**src/psd_pkg.sv**
```systemverilog
// Package with register map, field positions, reset values and timing.
package psd_pkg;
    // ********************************************************************
    // Register offsets
    // ********************************************************************
    localparam logic [11:0] ADDR_DMA_COMMAND = 12'h230;
    localparam logic [11:0] ADDR_BYTE_COUNT = 12'h234;
    localparam logic [11:0] ADDR_PORT_SETUP = 12'h238;
    localparam logic [11:0] ADDR_POLARITY = 12'h23C;
    localparam logic [11:0] ADDR_IRQ_REASON = 12'h250;
    // ********************************************************************
    // Fields and reset values
    // ********************************************************************
    localparam int SETUP_WIDTH_BIT = 0;
    localparam int SETUP_MODE_LO = 2;
    localparam int SETUP_CNT_DIS_BIT = 7;
    localparam int POL_REQ_BIT = 2;
    localparam int POL_ACK_BIT = 3;
    localparam int REASON_DONE_BIT = 8;
    localparam int REASON_STOP_BIT = 12;
    localparam logic [31:0] BYTE_COUNT_RESET = 32'h0000_0000;
    localparam logic [15:0] PORT_SETUP_RESET = 16'h0001;
    localparam logic [7:0] POLARITY_RESET = 8'h04;
    localparam logic [1:0] MODE_STROBE = 2'h0;
    // ********************************************************************
    // Commands
    // ********************************************************************
    localparam logic [7:0] CMD_BUS_TO_EP = 8'h00;
    localparam logic [7:0] CMD_EP_TO_BUS = 8'h01;
    localparam logic [7:0] CMD_STOP = 8'h13;
    // ********************************************************************
    // Timing
    // ********************************************************************
    localparam int CLOCK_MHZ = 200;
    localparam int STAGE_DELAY_NS = 60;
    localparam int STAGE_DELAY_CYC = (STAGE_DELAY_NS * CLOCK_MHZ) / 1000;
    localparam int STAGE_BYTES = 8;
    typedef enum logic [1:0] {PSD_IDLE, PSD_IN, PSD_OUT} psd_state_e;
endpackage

```
**src/psd_stage.sv**
```systemverilog
// Staging buffer of up to eight bytes between DMA bus and endpoint buffer.
`timescale 1ns/10ps
module psd_stage
    import psd_pkg::*;
#(
    parameter int BYTES = STAGE_BYTES
) (
    input wire logic clock,
    input wire logic sys_rst,
    input wire logic flush,
    input wire logic load,
    input wire logic [31:0] load_data,
    input wire logic [2:0] load_bytes,
    input wire logic unload,
    output logic [7:0] unload_data,
    output logic [3:0] level,
    output logic empty,
    output logic room4
);
    logic [7:0] mem [BYTES];
    logic [2:0] rd_ptr;
    logic [2:0] wr_ptr;
    logic [3:0] count;
    logic [3:0] next_count;

    assign unload_data = mem[rd_ptr];
    assign level = count;
    assign empty = (count == 4'h0);
    assign room4 = (count <= 4'(BYTES - 4));

    always_comb begin
        next_count = count;
        if (load) begin
            next_count = next_count + {1'b0, load_bytes};
        end
        if (unload && !empty) begin
            next_count = next_count - 4'h1;
        end
    end

    always_ff @(posedge clock) begin
        if (sys_rst || flush) begin
            count <= 4'h0;
            rd_ptr <= 3'h0;
            wr_ptr <= 3'h0;
        end else begin
            count <= next_count;
            if (unload && !empty) begin
                rd_ptr <= rd_ptr + 3'h1;
            end
            if (load) begin
                wr_ptr <= wr_ptr + load_bytes;
            end
        end
    end

    // Each entry picks its own byte lane, so every entry has one writer.
    genvar i;
    generate
        for (i = 0; i < BYTES; i++) begin : g_entry
            logic [2:0] lane;
            assign lane = 3'(i) - wr_ptr;
            always_ff @(posedge clock) begin
                if (load && (lane < load_bytes)) begin
                    mem[i] <= load_data[8*lane[1:0] +: 8];
                end
            end
        end
    endgenerate
endmodule

```
**src/psd_top.sv**
```systemverilog
// Setup registers and strobe datapath of the slave generic DMA port.
//
// Notes on behaviour
// - A 32-bit byte counter is loaded with the length and reads back what remains.
// - Software reaches the counter as four byte lanes, bits 7:0 lowest.
// - IN data waits in an eight-byte stage and drains to the endpoint in 60 ns.
// - OUT endpoint data stays valid until the read strobe has latched it for the bus.
// - Setup bit 7 set stops the counter from governing the transfer.
// - In mode 00 the write strobe latches bus data and the read strobe drives it.
// - Setup bit 0 picks 32-bit (0) or 16-bit (1) width and resets to 1.
// - Polarity bit 3 makes acknowledge active high when 1, resets to 0.
// - Polarity bit 2 makes request active high when 1, resets to 1.
// - Command 00h moves bus data to the endpoint, 01h endpoint data to the bus.
// - Reaching a zero count sets a done flag that a written 1 clears.
`timescale 1ns/10ps
module psd_top
    import psd_pkg::*;
#(
    parameter int EP_DEPTH = 64
) (
    input wire logic clock,
    input wire logic sys_rst,
    input wire logic bus_reset,
    input wire logic [11:0] reg_addr,
    input wire logic [31:0] reg_wdata,
    input wire logic [3:0] reg_be,
    input wire logic reg_write,
    input wire logic reg_read,
    output logic [31:0] reg_rdata,
    output logic dma_request,
    input wire logic dma_ack,
    input wire logic dma_wr_n,
    input wire logic dma_rd_n,
    input wire logic [31:0] dma_data_in,
    output logic [31:0] dma_data_out,
    output logic dma_data_oe,
    output logic [31:0] ep_wdata,
    output logic ep_wvalid,
    input wire logic [31:0] ep_rdata,
    input wire logic ep_rvalid,
    output logic ep_rtake,
    output logic ep_clear
);
    // ********************************************************************
    // Registers
    // ********************************************************************
    logic [31:0] remaining_byte_count;
    logic [15:0] dma_port_setup;
    logic [7:0] dma_handshake_polarity;
    logic [15:0] irq_reason;
    psd_state_e state;
    logic wr_q;
    logic rd_q;
    logic clr_all;

    logic counter_disable;
    logic ack_polarity;
    logic request_polarity;
    logic width16;
    logic mode_ok;
    logic ack_active;
    logic wr_edge;
    logic rd_edge;
    logic [2:0] word_bytes;
    logic [31:0] bytes_moved;
    logic [31:0] count_less;
    logic count_hit;
    logic cmd_write;
    logic stage_empty;
    logic stage_room;
    logic [7:0] stage_byte;
    logic stage_unload;

    assign clr_all = sys_rst || bus_reset;
    assign counter_disable = dma_port_setup[SETUP_CNT_DIS_BIT];
    assign width16 = dma_port_setup[SETUP_WIDTH_BIT];
    assign mode_ok = (dma_port_setup[SETUP_MODE_LO +: 2] == MODE_STROBE);
    assign ack_polarity = dma_handshake_polarity[POL_ACK_BIT];
    assign request_polarity = dma_handshake_polarity[POL_REQ_BIT];
    assign ack_active = (dma_ack == ack_polarity);
    assign word_bytes = width16 ? 3'h2 : 3'h4;
    assign cmd_write = reg_write && (reg_addr == ADDR_DMA_COMMAND);
    // Strobe edges: the write strobe falls to latch, read strobe to drive.
    assign wr_edge = mode_ok && ack_active && !dma_wr_n && wr_q;
    assign rd_edge = mode_ok && ack_active && !dma_rd_n && rd_q;

    always_comb begin
        bytes_moved = 32'h0;
        if ((state == PSD_IN && wr_edge && stage_room) ||
            (state == PSD_OUT && rd_edge && ep_rvalid)) begin
            bytes_moved = {29'h0, word_bytes};
        end
    end

    assign count_hit = !counter_disable && (bytes_moved != 32'h0) &&
        (remaining_byte_count <= bytes_moved);
    assign count_less = remaining_byte_count - bytes_moved;

    always_ff @(posedge clock) begin
        wr_q <= dma_wr_n;
        rd_q <= dma_rd_n;
    end

    // ********************************************************************
    // Byte counter
    // ********************************************************************
    genvar i;
    generate
        for (i = 0; i < 4; i++) begin : g_cnt_lane
            always_ff @(posedge clock) begin
                if (clr_all) begin
                    remaining_byte_count[8*i +: 8] <=
                        BYTE_COUNT_RESET[8*i +: 8];
                end else if (reg_write && reg_addr == ADDR_BYTE_COUNT &&
                             reg_be[i]) begin
                    remaining_byte_count[8*i +: 8] <=
                        reg_wdata[8*i +: 8];
                end else if (!counter_disable) begin
                    remaining_byte_count[8*i +: 8] <= count_hit ? 8'h00 :
                        count_less[8*i +: 8];
                end
            end
        end
    endgenerate

    // ********************************************************************
    // Setup and polarity registers
    // ********************************************************************
    always_ff @(posedge clock) begin
        if (clr_all) begin
            dma_port_setup <= PORT_SETUP_RESET;
        end else if (reg_write && reg_addr == ADDR_PORT_SETUP) begin
            if (reg_be[0]) begin
                dma_port_setup[7:0] <= reg_wdata[7:0];
            end
            if (reg_be[1]) begin
                dma_port_setup[15:8] <= reg_wdata[15:8];
            end
        end
    end

    always_ff @(posedge clock) begin
        if (clr_all) begin
            dma_handshake_polarity <= POLARITY_RESET;
        end else if (reg_write && reg_addr == ADDR_POLARITY && reg_be[0]) begin
            dma_handshake_polarity <= reg_wdata[7:0];
        end
    end

    // ********************************************************************
    // Transfer state
    // ********************************************************************
    always_ff @(posedge clock) begin
        if (clr_all) begin
            state <= PSD_IDLE;
        end else if (cmd_write && reg_be[0]) begin
            unique case (reg_wdata[7:0])
                CMD_BUS_TO_EP: state <= PSD_IN;
                CMD_EP_TO_BUS: state <= PSD_OUT;
                CMD_STOP: state <= PSD_IDLE;
                default: state <= state;
            endcase
        end else if (count_hit) begin
            state <= PSD_IDLE;
        end
    end

    // The done flag set wins over a clear written in the same cycle.
    always_ff @(posedge clock) begin
        if (clr_all) begin
            irq_reason <= 16'h0000;
        end else begin
            if (reg_write && reg_addr == ADDR_IRQ_REASON && reg_be[1]) begin
                irq_reason[15:8] <= irq_reason[15:8] & ~reg_wdata[15:8];
            end
            if (count_hit) begin
                irq_reason[REASON_DONE_BIT] <= 1'b1;
            end
            if (cmd_write && reg_be[0] && reg_wdata[7:0] == CMD_STOP) begin
                irq_reason[REASON_STOP_BIT] <= 1'b1;
            end
        end
    end

    // ********************************************************************
    // Request line and OUT path
    // ********************************************************************
    assign dma_request = (state != PSD_IDLE &&
        (counter_disable || remaining_byte_count != 32'h0)) ==
        request_polarity;

    always_ff @(posedge clock) begin
        if (clr_all) begin
            dma_data_out <= 32'h0;
            dma_data_oe <= 1'b0;
        end else begin
            dma_data_oe <= (state == PSD_OUT) && mode_ok && ack_active &&
                !dma_rd_n;
            if (rd_edge && ep_rvalid) begin
                dma_data_out <= width16 ? {16'h0, ep_rdata[15:0]} : ep_rdata;
            end
        end
    end

    // Endpoint data is only consumed once it has gone onto the bus.
    assign ep_rtake = (state == PSD_OUT) && rd_edge && ep_rvalid;
    assign ep_clear = 1'b0;

    // ********************************************************************
    // IN staging path
    // ********************************************************************
    psd_stage #(
        .BYTES(STAGE_BYTES)
    ) u_stage (
        .clock(clock),
        .sys_rst(clr_all),
        .flush(1'b0),
        .load((state == PSD_IN) && wr_edge && stage_room),
        .load_data(dma_data_in),
        .load_bytes(word_bytes),
        .unload(stage_unload),
        .unload_data(stage_byte),
        .level(),
        .empty(stage_empty),
        .room4(stage_room)
    );

    // One byte drains per cycle, so eight bytes leave within the limit.
    assign stage_unload = !stage_empty;

    always_ff @(posedge clock) begin
        if (clr_all) begin
            ep_wdata <= 32'h0;
            ep_wvalid <= 1'b0;
        end else begin
            ep_wvalid <= !stage_empty;
            ep_wdata <= {24'h0, stage_byte};
        end
    end

    // ********************************************************************
    // Register read port
    // ********************************************************************
    always_ff @(posedge clock) begin
        if (sys_rst) begin
            reg_rdata <= 32'h0;
        end else if (reg_read) begin
            unique case (reg_addr)
                ADDR_BYTE_COUNT: reg_rdata <= remaining_byte_count;
                ADDR_PORT_SETUP: reg_rdata <= {16'h0, dma_port_setup};
                ADDR_POLARITY: reg_rdata <= {24'h0, dma_handshake_polarity};
                ADDR_IRQ_REASON: reg_rdata <= {16'h0, irq_reason};
                default: reg_rdata <= 32'h0;
            endcase
        end else begin
            reg_rdata <= 32'h0;
        end
    end
endmodule

```
**config.mk**
```make
export PLATFORM = sky130hd
export DESIGN_NAME = psd_top
export DESIGN_NICKNAME = d
export VERILOG_FILES = /design/src/psd_pkg.sv /design/src/psd_stage.sv /design/src/psd_top.sv
export SDC_FILE = /design/constraint.sdc
export NUM_CORES = 1
export LEC_CHECK = 0
export ABC_AREA = 0
export BUFFER_PORTS_ARGS = -buffer_cell sky130_fd_sc_hd__buf_2
export CORE_MARGIN = 2
export CORE_UTILIZATION = 33
export CTS_CLUSTER_SIZE = 16
export DETAILED_ROUTE_END_ITERATION = 12
export PLACE_DENSITY = 0.53
export SLEW_MARGIN = 20
export SYNTH_ARGS = -nofsm -noshare
export SYNTH_HDL_FRONTEND = slang
export SYNTH_HIERARCHICAL = 1
export SYNTH_SLANG_ARGS = --single-unit
```
**constraint.sdc**
```tcl
create_clock -name clock -period 9.25 [get_ports clock]
set_input_delay 0.925 -clock clock [delete_from_list [all_inputs] [get_ports clock]]
set_output_delay 0.925 -clock clock [all_outputs]
set_load 0.01 [all_outputs]
```
==> results.md, run 1 <==
- Pins Over Slew Limit: 0
- Max-Cap Viols: 0
- Initial DRC Count: 524
- Share of flip-flops with an asynchronous set or reset: 0%
- Input/output buffers: 196
- Post-DP HPWL: 20.2 mm
- Placer Congestion: 0.767
- Setup crit end kind: flop
- # hold bufs at CTS: 0
- Critical path peak fanout: 19
- Sequential share of the synthesized area: 47.1%
- Area share of the largest cell type after synthesis: 29.1%
- CTS root buf: clkbuf_16
- Setup Skew: 0.0233 ns
- Cell chain of the critical path: buf_2 -> xor2_1 -> or3_1 -> nand2b_1 -> nand2b_1 -> ha_1 -> nand2b_1 -> a32oi_1 -> nor3b_2 -> a21oi_2 -> or3b_1 -> a21oi_1
- Status: completed
- Die area: 33800 sq um
- YS warnings: 6
- Share of cells above drive strength 1: 28.9%
- Ranking of synthesized cells by area: dfxtp_1, edfxtp_1, mux4_2
- Crit path top cell by count: nand2b_1
- First-pass GRT wire length: 44.2 mm
- Clk buf depth: 3
- Synth cell types: 86
- Remaining antenna violation count after routing: 0
- Initial antenna violation count: 2
- Peak VDD IR: 0.000127 V
- Core Area: 31700 sq um
- Avg Cell Area, Syn: 10.9 sq um
- WL final: 28.7 mm
- H-tree levels: 1
- Commonest non-fill, non-tap cell in the layout: buf_2
- Vias in the first global route: 7806
- Design Power: 2150 uW
- Num rows: 65
- DR WL/cell: 18.2 um
- Final Hold Viols: 0
- Post-synth EDFFs: 64
- Fillcell total: 3147
- Tightest Pin Transition: 1.05 ns
- Unrepaired setup endpoints after global routing: no
- Most frequent cells in the layout: buf_2, dfxtp_1, nor2_1
- Tmin final: 3.77 ns
- Headroom to the max-slew limit: 30.1%
- Clock Sink Count: 219
- CP max stage delay: 0.77 ns
- Arr. time, crit path: 4.23 ns
- Met2 WL: 13.7 mm
- Total Routing Usage GR: 16.6%
- Synthesized cell area: 10700 sq um
- TNS Setup: 0 ns
- Clk pin slew, worst setup/hold paths: 0.06 ns
- Worst Hold Class: reg2reg
- Pre-Repair DR Iteration Count: 5
- CP required: 9.71 ns
- Number of CTS-inserted buffers: 26
- Gr ovfl total: 0
- Final Cycle Share: 40.7%
- Setup Viol. Count Final: 0
- Die W: 184 um
- Number of nets in the layout: 1305
- #FFs+latches synth: 219
- Largest net degree at the start of global routing: 69
- Synthesis-to-layout area growth: 19.9%
- WS Path Type: in2reg
- Crit start category: input pin
- Synth Flop Type: dfxtp_1
- Post-synth top area cell: dfxtp_1
- CP max stage cell: a21oi_2
- I/O Pins: 222
- Vias: 8168
- Uppermost layer routed: met4
- Worst setup margin: 5.48 ns
- Pwr/cell area: 168 nW/um^2
- Drt via density: 5.16
- Worst skew pair latency: 0.53 ns
- Pleak: 0.00504 uW
- CTS tree: done
- CTS resizes: 0
- M1 WL: 12.6 mm
- Cells after synthesis: 979
- Setup bufs post-CTS: 0
- Final Util: 40.4%
- Die Height: 184 um
- Fmax: 266 MHz
- DRC violations left: 0
- Dpl ws: 4.89 ns
- Metal3 WL: 1.84 mm
- Initial Utilization: 33.7%
[registers in the layout, summed over array words and instances (netlist names), 2 cells and up, named ones only]
| register | cells |
|---|---|
| dma_data_out | 32 |
| dma_handshake_polarity | 8 |
| dma_port_setup | 16 |
| ep_wdata | 8 |
| irq_reason | 8 |
| reg_rdata | 32 |
| remaining_byte_count | 32 |
| state | 2 |
| u_stage/level | 4 |
| u_stage/mem | 64 |
| u_stage/rd_ptr | 3 |
| u_stage/wr_ptr | 3 |
[where the power goes]
part / leakage [uW] / total [uW] / switching (uW) / internal (uW)
logic: 0.00278 / 88.2 / 53.2 / 35.0
clock network: 0.000439 / 1070 / 412 / 658
registers: 0.00183 / 989 / 0.655 / 988
[Yosys cell counts, types with 8 or more instances]
master,n
nand2b_1,11
o21ai_0,30
mux4_2,42
ha_1,23
a22oi_1,11
dfxtp_1,155
a21oi_1,77
xnor2_1,13
and3_1,21
xor2_1,16
inv_1,26
mux2i_1,26
nor4_1,10
and2_1,26
edfxtp_1,64
nor3_1,12
buf_4,29
nand2_1,77
buf_2,15
mux2_2,8
a222oi_1,14
nor2_1,95
nand3_1,24
clkbuf_1,30
[worst paths after layout]
kind	start	end	slack [ns]	cells past startpoint
min	irq_reason[15]$_SDFFE_PP0P_	irq_reason[15]$_SDFFE_PP0P_	0.43	2
min reg2reg	irq_reason[15]$_SDFFE_PP0P_	irq_reason[15]$_SDFFE_PP0P_	0.43	2
max	dma_ack	remaining_byte_count[28]$_SDFFE_PP0P_	5.48	12
max reg2reg	u_stage/level[1]$_SDFF_PP0_	remaining_byte_count[28]$_SDFFE_PP0P_	5.50	13
[stage by stage]
stage,area (sq um),instances,hold WS (ns)
after floorplan,10800,1007,0.411
after global placement,11900,1532,0.419
after detailed placement,11900,1532,0.423
after CTS,12800,1580,0.432
after global routing,12800,1580,0.449
final,12800,1583,0.432
[logic make-up (layout without fill, tap and decap cells)]
kind of cell | after synthesis | count (layout) | synth area share [%]
DFF | 219 | 219 | 47.1
and+or+nand+nor | 339 | 339 | 17.9
AOI/OAI and AO/OA | 171 | 171 | 9.96
adders and majority gates | 26 | 26 | 3.26
other | 1 | 32 | 0.0351
muxes | 83 | 83 | 13.7
xor gates and xnor gates | 30 | 30 | 2.59
buffers and inverters | 110 | 281 | 5.51
[area by class of cell]
class / instances / area [sq um] / share of cell area (%)
clock buffer: 35 / 756 / 5.90
antenna: 3 / 7.51 / 0.0587
clock inverter: 13 / 156 / 1.22
tap: 402 / 503 / 3.93
sequential: 219 / 5030 / 39.3
multi-input combinational: 678 / 5190 / 40.6
inverter: 27 / 101 / 0.792
timing repair buffer: 206 / 1060 / 8.25
[per-layer routing]
layer	vias to the layer above	global-route usage, %
met1	3963	22.5
met2	258	27.4
met4	0	4.54
met5	-	0
met3	43	2.65
li1	3904	-
[worst max-delay path, delay by kind of cell]
| kind | cells | cell delay (ns) |
|---|---|---|
| adder cells (fa/ha/maj) | 1 | 0.33 |
| AO/OA/AOI/OAI | 3 | 1.17 |
| XOR/XNOR | 1 | 0.13 |
| buffers and inverters | 1 | 0.10 |
| AND/OR/NAND/NOR | 6 | 1.56 |
No activity file was read; power rests on OpenSTA's default activity.
==> run 2: changes to the inputs <==
Clock period 9.25 ns to 3.8 ns, I/O delays scaled along.
==> results.md, run 2 (synthesis gave the netlist of run 1 again) <==
- Status: completed
- Tmin final: 3.44 ns
- Drt via density: 5.08
- Max FFs per register: 64
- Worst Hold Class: in2reg
- CP required: 4.26 ns
- Pre-Repair DR Iteration Count: 7
- Worst skew pair latency: 0.52 ns
- Num rows: 65
- First-pass GRT wire length: 45.0 mm
- Total Routing Usage GR: 16.9%
- Initial antenna violation count: 1
- Crit start category: flop
- Headroom to the max-slew limit: 47.7%
- Gr ovfl total: 0
- Setup Viol. Count Final: 0
- Clk buf depth: 3
- Fmax: 291 MHz
- Core Area: 31700 sq um
- Pwr/cell area: 386 nW/um^2
- Die Height: 184 um
- Initial Utilization: 33.7%
- Clk pin slew, worst setup/hold paths: 0.06 ns
- Die W: 184 um
- Final Util: 40.2%
- Pins Over Slew Limit: 0
- Pleak: 0.00506 uW
- H-tree levels: 1
- Top reg by flops: u_stage/mem
- Max-Cap Viols: 0
- Fillcell total: 3086
- CP max stage delay: 0.39 ns
- Peak VDD IR: 0.000256 V
- DRC violations left: 0
- Crit path buf inv count: 0
- DR WL/cell: 18.2 um
- Unrepaired setup endpoints after global routing: no
- Post-DP HPWL: 20.8 mm
- TNS Setup: 0 ns
- Multi-input gate area in the final layout: 5190 sq um
- Crit path top cell by count: a21oi_1
- Vias in the first global route: 7850
- Placed cell area: 12000 sq um
- Tightest Pin Transition: 0.784 ns
- Die area: 33800 sq um
- Initial DRC Count: 669
- Commonest non-fill, non-tap cell in the layout: buf_2
- Arr. time, crit path: 3.90 ns
- Most frequent cells in the layout: buf_2, dfxtp_1, nor2_1
- Register area: 5030 sq um
- Design Power: 4930 uW
- Setup crit end kind: flop
- CTS tree: done
- Number of CTS-inserted buffers: 25
- Critical path peak fanout: 10
- Remaining antenna violation count after routing: 0
- I/O Pins: 222
- Synthesis-to-layout area growth: 19.6%
- Final hold slack: 0.0310 ns
- Number of nets in the layout: 1318
- CTS root buf: clkbuf_16
- Placer Congestion: 0.810
- CP top delay family: simple AND/OR/NAND/NOR gates
- CP max stage cell: or3b_1
- Cell chain of the critical path: or2_1 -> a21oi_1 -> nand4b_1 -> o22ai_1 -> nand2b_1 -> nor2_1 -> ha_1 -> fa_1 -> nor3b_2 -> nand4b_2 -> nor3_2 -> nand3_1 -> or3b_1 -> a21oi_1
- WL final: 29.0 mm
- Input/output buffers: 196
- Share of cells above drive strength 1: 29.1%
- WS Path Type: reg2reg
- Clock Sink Count: 219
- Fin area: 12800 sq um
- Largest net degree at the start of global routing: 43
- Setup Skew: 0.0116 ns
- Vias: 8096
- Final Cycle Share: 90.6%
- Final Hold Viols: 0
==> run 2: timing repair <==
action,4_1_cts,5_1_grt
hold buffers,1,0
setup buffers,0,0
hold endpoints to repair,1,0
endpoints found under the setup margin,0,3
resized for setup,0,1
==> run 2: final cells by class <==
cell class | count | share of cell area (%)
Clock inverter | 12 | 0.686
Timing Repair Buffer | 220 | 9.12
Antenna cell | 2 | 0.0392
Tap cell | 402 | 3.94
Sequential cell | 219 | 39.4
Multi-Input combinational cell | 678 | 40.6
Inverter | 27 | 0.794
Clock buffer | 34 | 5.41
==> run 2: per-stage QoR <==
step                setup slack [ns]  instances
CTS                            0.204       1592
global route                  0.0642       1592
global placement               0.366       1545
floorplan                      0.534       1007
finish                         0.358       1594
detailed placement             0.241       1545
==> run 2: power breakdown <==
part / leakage [uW] / switching (uW) / internal [uW]
sequential: 0.00183 / 1.70 / 2410
combinational: 0.00285 / 130 / 87.3
clock: 0.000383 / 966 / 1340
total: 0.00506 / 1100 / 3830
==> run 2: per-layer routing <==
metal  track usage, %  share of wire, %
met1             22.9                46
met2             28.6                48
met3             2.65               5.0
met4             3.62               1.7
met5                0                 0
==> run 2: final timing paths <==
kind | cells past startpoint | slack [ns] | end | start
setup reg to reg | 14 | 0.36 | remaining_byte_count[27]$_SDFFE_PP0P_ | u_stage/level[1]$_SDFF_PP0_
hold / removal | 1 | 0.03 | rd_q$_DFF_P_ | dma_rd_n
hold reg to reg | 2 | 0.43 | irq_reason[11]$_SDFFE_PP0P_ | irq_reason[11]$_SDFFE_PP0P_
setup / recovery | 14 | 0.36 | remaining_byte_count[27]$_SDFFE_PP0P_ | u_stage/level[1]$_SDFF_PP0_
==> run 2: worst register-to-register path, cell delays in order (launching register included) <==
cell and delay [ns]:
dfxtp_1 0.34, or2_1 0.25, a21oi_1 0.15, nand4b_1 0.16
o22ai_1 0.28, nand2b_1 0.10, nor2_1 0.10, ha_1 0.19
fa_1 0.27, nor3b_2 0.29, nand4b_2 0.34, nor3_2 0.28
nand3_1 0.14, or3b_1 0.39, a21oi_1 0.12
==> run 3: changes to the inputs <==
Settings changed: PLACE_DENSITY 0.53 to 0.61.
==> results.md, run 3 (synthesis gave the netlist of run 1 again) <==
- CTS resizes: 0
- Setup bufs post-CTS: 0
- Clock Sink Count: 219
- CTS root buf: clkbuf_16
- Remaining antenna violation count after routing: 0
- CP max stage cell: or3b_1
- Tightest Pin Transition: 1.02 ns
- Pwr/cell area: 395 nW/um^2
- CTS tree: done
- Die Height: 184 um
- Die W: 184 um
- Crit start category: flop
- Pins Over Slew Limit: 0
- Arr. time, crit path: 3.88 ns
- Fillcell total: 3128
- Initial antenna violation count: 1
- Setup Skew: 0.0168 ns
- Cell chain of the critical path: or2_1 -> a21oi_1 -> nand4b_1 -> o22ai_1 -> nand2b_1 -> nor2_1 -> ha_1 -> fa_1 -> nor3b_1 -> buf_4 -> nand4b_2 -> nor3_2 -> nand3_1 -> or3b_1 -> a21oi_1
- Max FFs per register: 64
- Critical path peak fanout: 10
- Register area: 5030 sq um
- I/O Pins: 222
- Number of CTS-inserted buffers: 25
- Unrepaired setup endpoints after global routing: no
- WL final: 28.3 mm
- Total Routing Usage GR: 16.6%
- Gr ovfl total: 0
- First-pass GRT wire length: 44.5 mm
- Worst setup margin: 0.366 ns
- Vias in the first global route: 8137
- DR WL/cell: 17.8 um
- Pre-Repair DR Iteration Count: 8
- Commonest non-fill, non-tap cell in the layout: buf_2
- Pleak: 0.00506 uW
- Tmin final: 3.43 ns
- Most frequent cells in the layout: buf_2, dfxtp_1, nor2_1
- Status: completed
- Post-route insts no fill: 1590
- Clk network pwr share: 48.1%
- Setup crit end kind: flop
- Initial Utilization: 33.7%
- WS Path Type: reg2reg
- Input/output buffers: 196
- Share of cells above drive strength 1: 29.1%
- Final Cycle Share: 90.4%
- Multi-input gate area in the final layout: 5190 sq um
- Placer Congestion: 0.849
- Core Area: 31700 sq um
- Vias: 8242
- Final hold slack: 0.0618 ns
- Crit path buf inv count: 1
- Clk pin slew, worst setup/hold paths: 0.06 ns
- Sw Share: 21.3%
- CP top delay family: simple AND/OR/NAND/NOR gates
- Power Internal: 3980 uW
- Dpl ws: 0.347 ns
- Top reg by flops: u_stage/mem
- Headroom to the max-slew limit: 31.7%
- Worst skew pair latency: 0.52 ns
- CP max stage delay: 0.38 ns
- Num rows: 65
- R2R Setup Slk: 0.37 ns
- H-tree levels: 1
- Peak VDD IR: 0.000261 V
- CP required: 4.25 ns
- Max-Cap Viols: 0
- Number of nets in the layout: 1316
- P_sw: 1080 uW
- Largest net degree at the start of global routing: 42
- Synthesis-to-layout area growth: 19.9%
- Initial DRC Count: 669
- Clk buf depth: 3
- Post-Place Cells: 1543
- DRC violations left: 0
- Flop pwr share: 47.6%
- Fmax: 291 MHz
- Worst Hold Class: in2reg
- Die area: 33800 sq um
- Setup Viol. Count Final: 0
- Final Hold Viols: 0
- TNS Setup: 0 ns
- Comb pwr share: 4.3%
- Post-DP HPWL: 20.6 mm
- Crit path top cell by count: a21oi_1
- Drt via density: 5.18
## run 3: cell count changes in the layout (fill, tap and decap cells not counted), sizes merged
cell	previous run	this run
clkinvlp	1	4
buf	219	217
diode	2	1
clkinv	9	4
bufinv	1	3
clkbuf	34	33
## run 3: through the flow
step           utilization (%)  area [sq um]  total power, uW
2_1_floorplan                -         10800             2570
5_1_grt                   40.4         12800             5250
3_3_place_gp              37.7         12000             2670
4_1_cts                   40.4         12800             5140
6_report                  40.4         12800             5060
3_5_place_dp              37.7         12000             2670
## run 3: final cells by class
cell class	count	area share, %
flip-flops and latches	219	39.3
clock buffers	33	5.43
multi-input cells	678	40.5
well taps	402	3.93
clock inverters	12	1.10
diodes	1	0.0195
repair buffers	218	8.97
inverters	27	0.791
## run 3: path summary, 6_finish.rpt
check	from	to	depth (start not counted)
setup reg to reg	u_stage/level[1]$_SDFF_PP0_	remaining_byte_count[27]$_SDFFE_PP0P_	15
hold / removal	dma_rd_n	rd_q$_DFF_P_	1
setup / recovery	u_stage/level[1]$_SDFF_PP0_	remaining_byte_count[27]$_SDFFE_PP0P_	15
hold reg to reg	irq_reason[11]$_SDFFE_PP0P_	irq_reason[11]$_SDFFE_PP0P_	2
## run 3: per-layer routing
| layer | vias up | global-route usage, % | routed length (um) |
|---|---|---|---|
| li1 | 3915 | - | - |
| met1 | 4023 | 21.6 | 12300 |
| met2 | 262 | 28.8 | 13800 |
| met3 | 42 | 2.67 | 1670 |
| met4 | 0 | 4.00 | 564 |
| met5 | - | 0 | 0 |
## run 3: repair_timing
| action | in CTS | in global routing |
|---|---|---|
| endpoints found under the hold margin | 1 | 0 |
| hold buffers | 1 | 0 |
| setup endpoints to repair | 0 | 0 |
## run 3: power by group through the flow
stage | registers (uW) | logic (uW) | clock network [uW]
after floorplan | 2460 | 112 | 0
after global placement | 2460 | 211 | 0
after detailed placement | 2460 | 214 | 0
after CTS | 2410 | 216 | 2510
after global routing | 2410 | 237 | 2600
final | 2410 | 217 | 2430
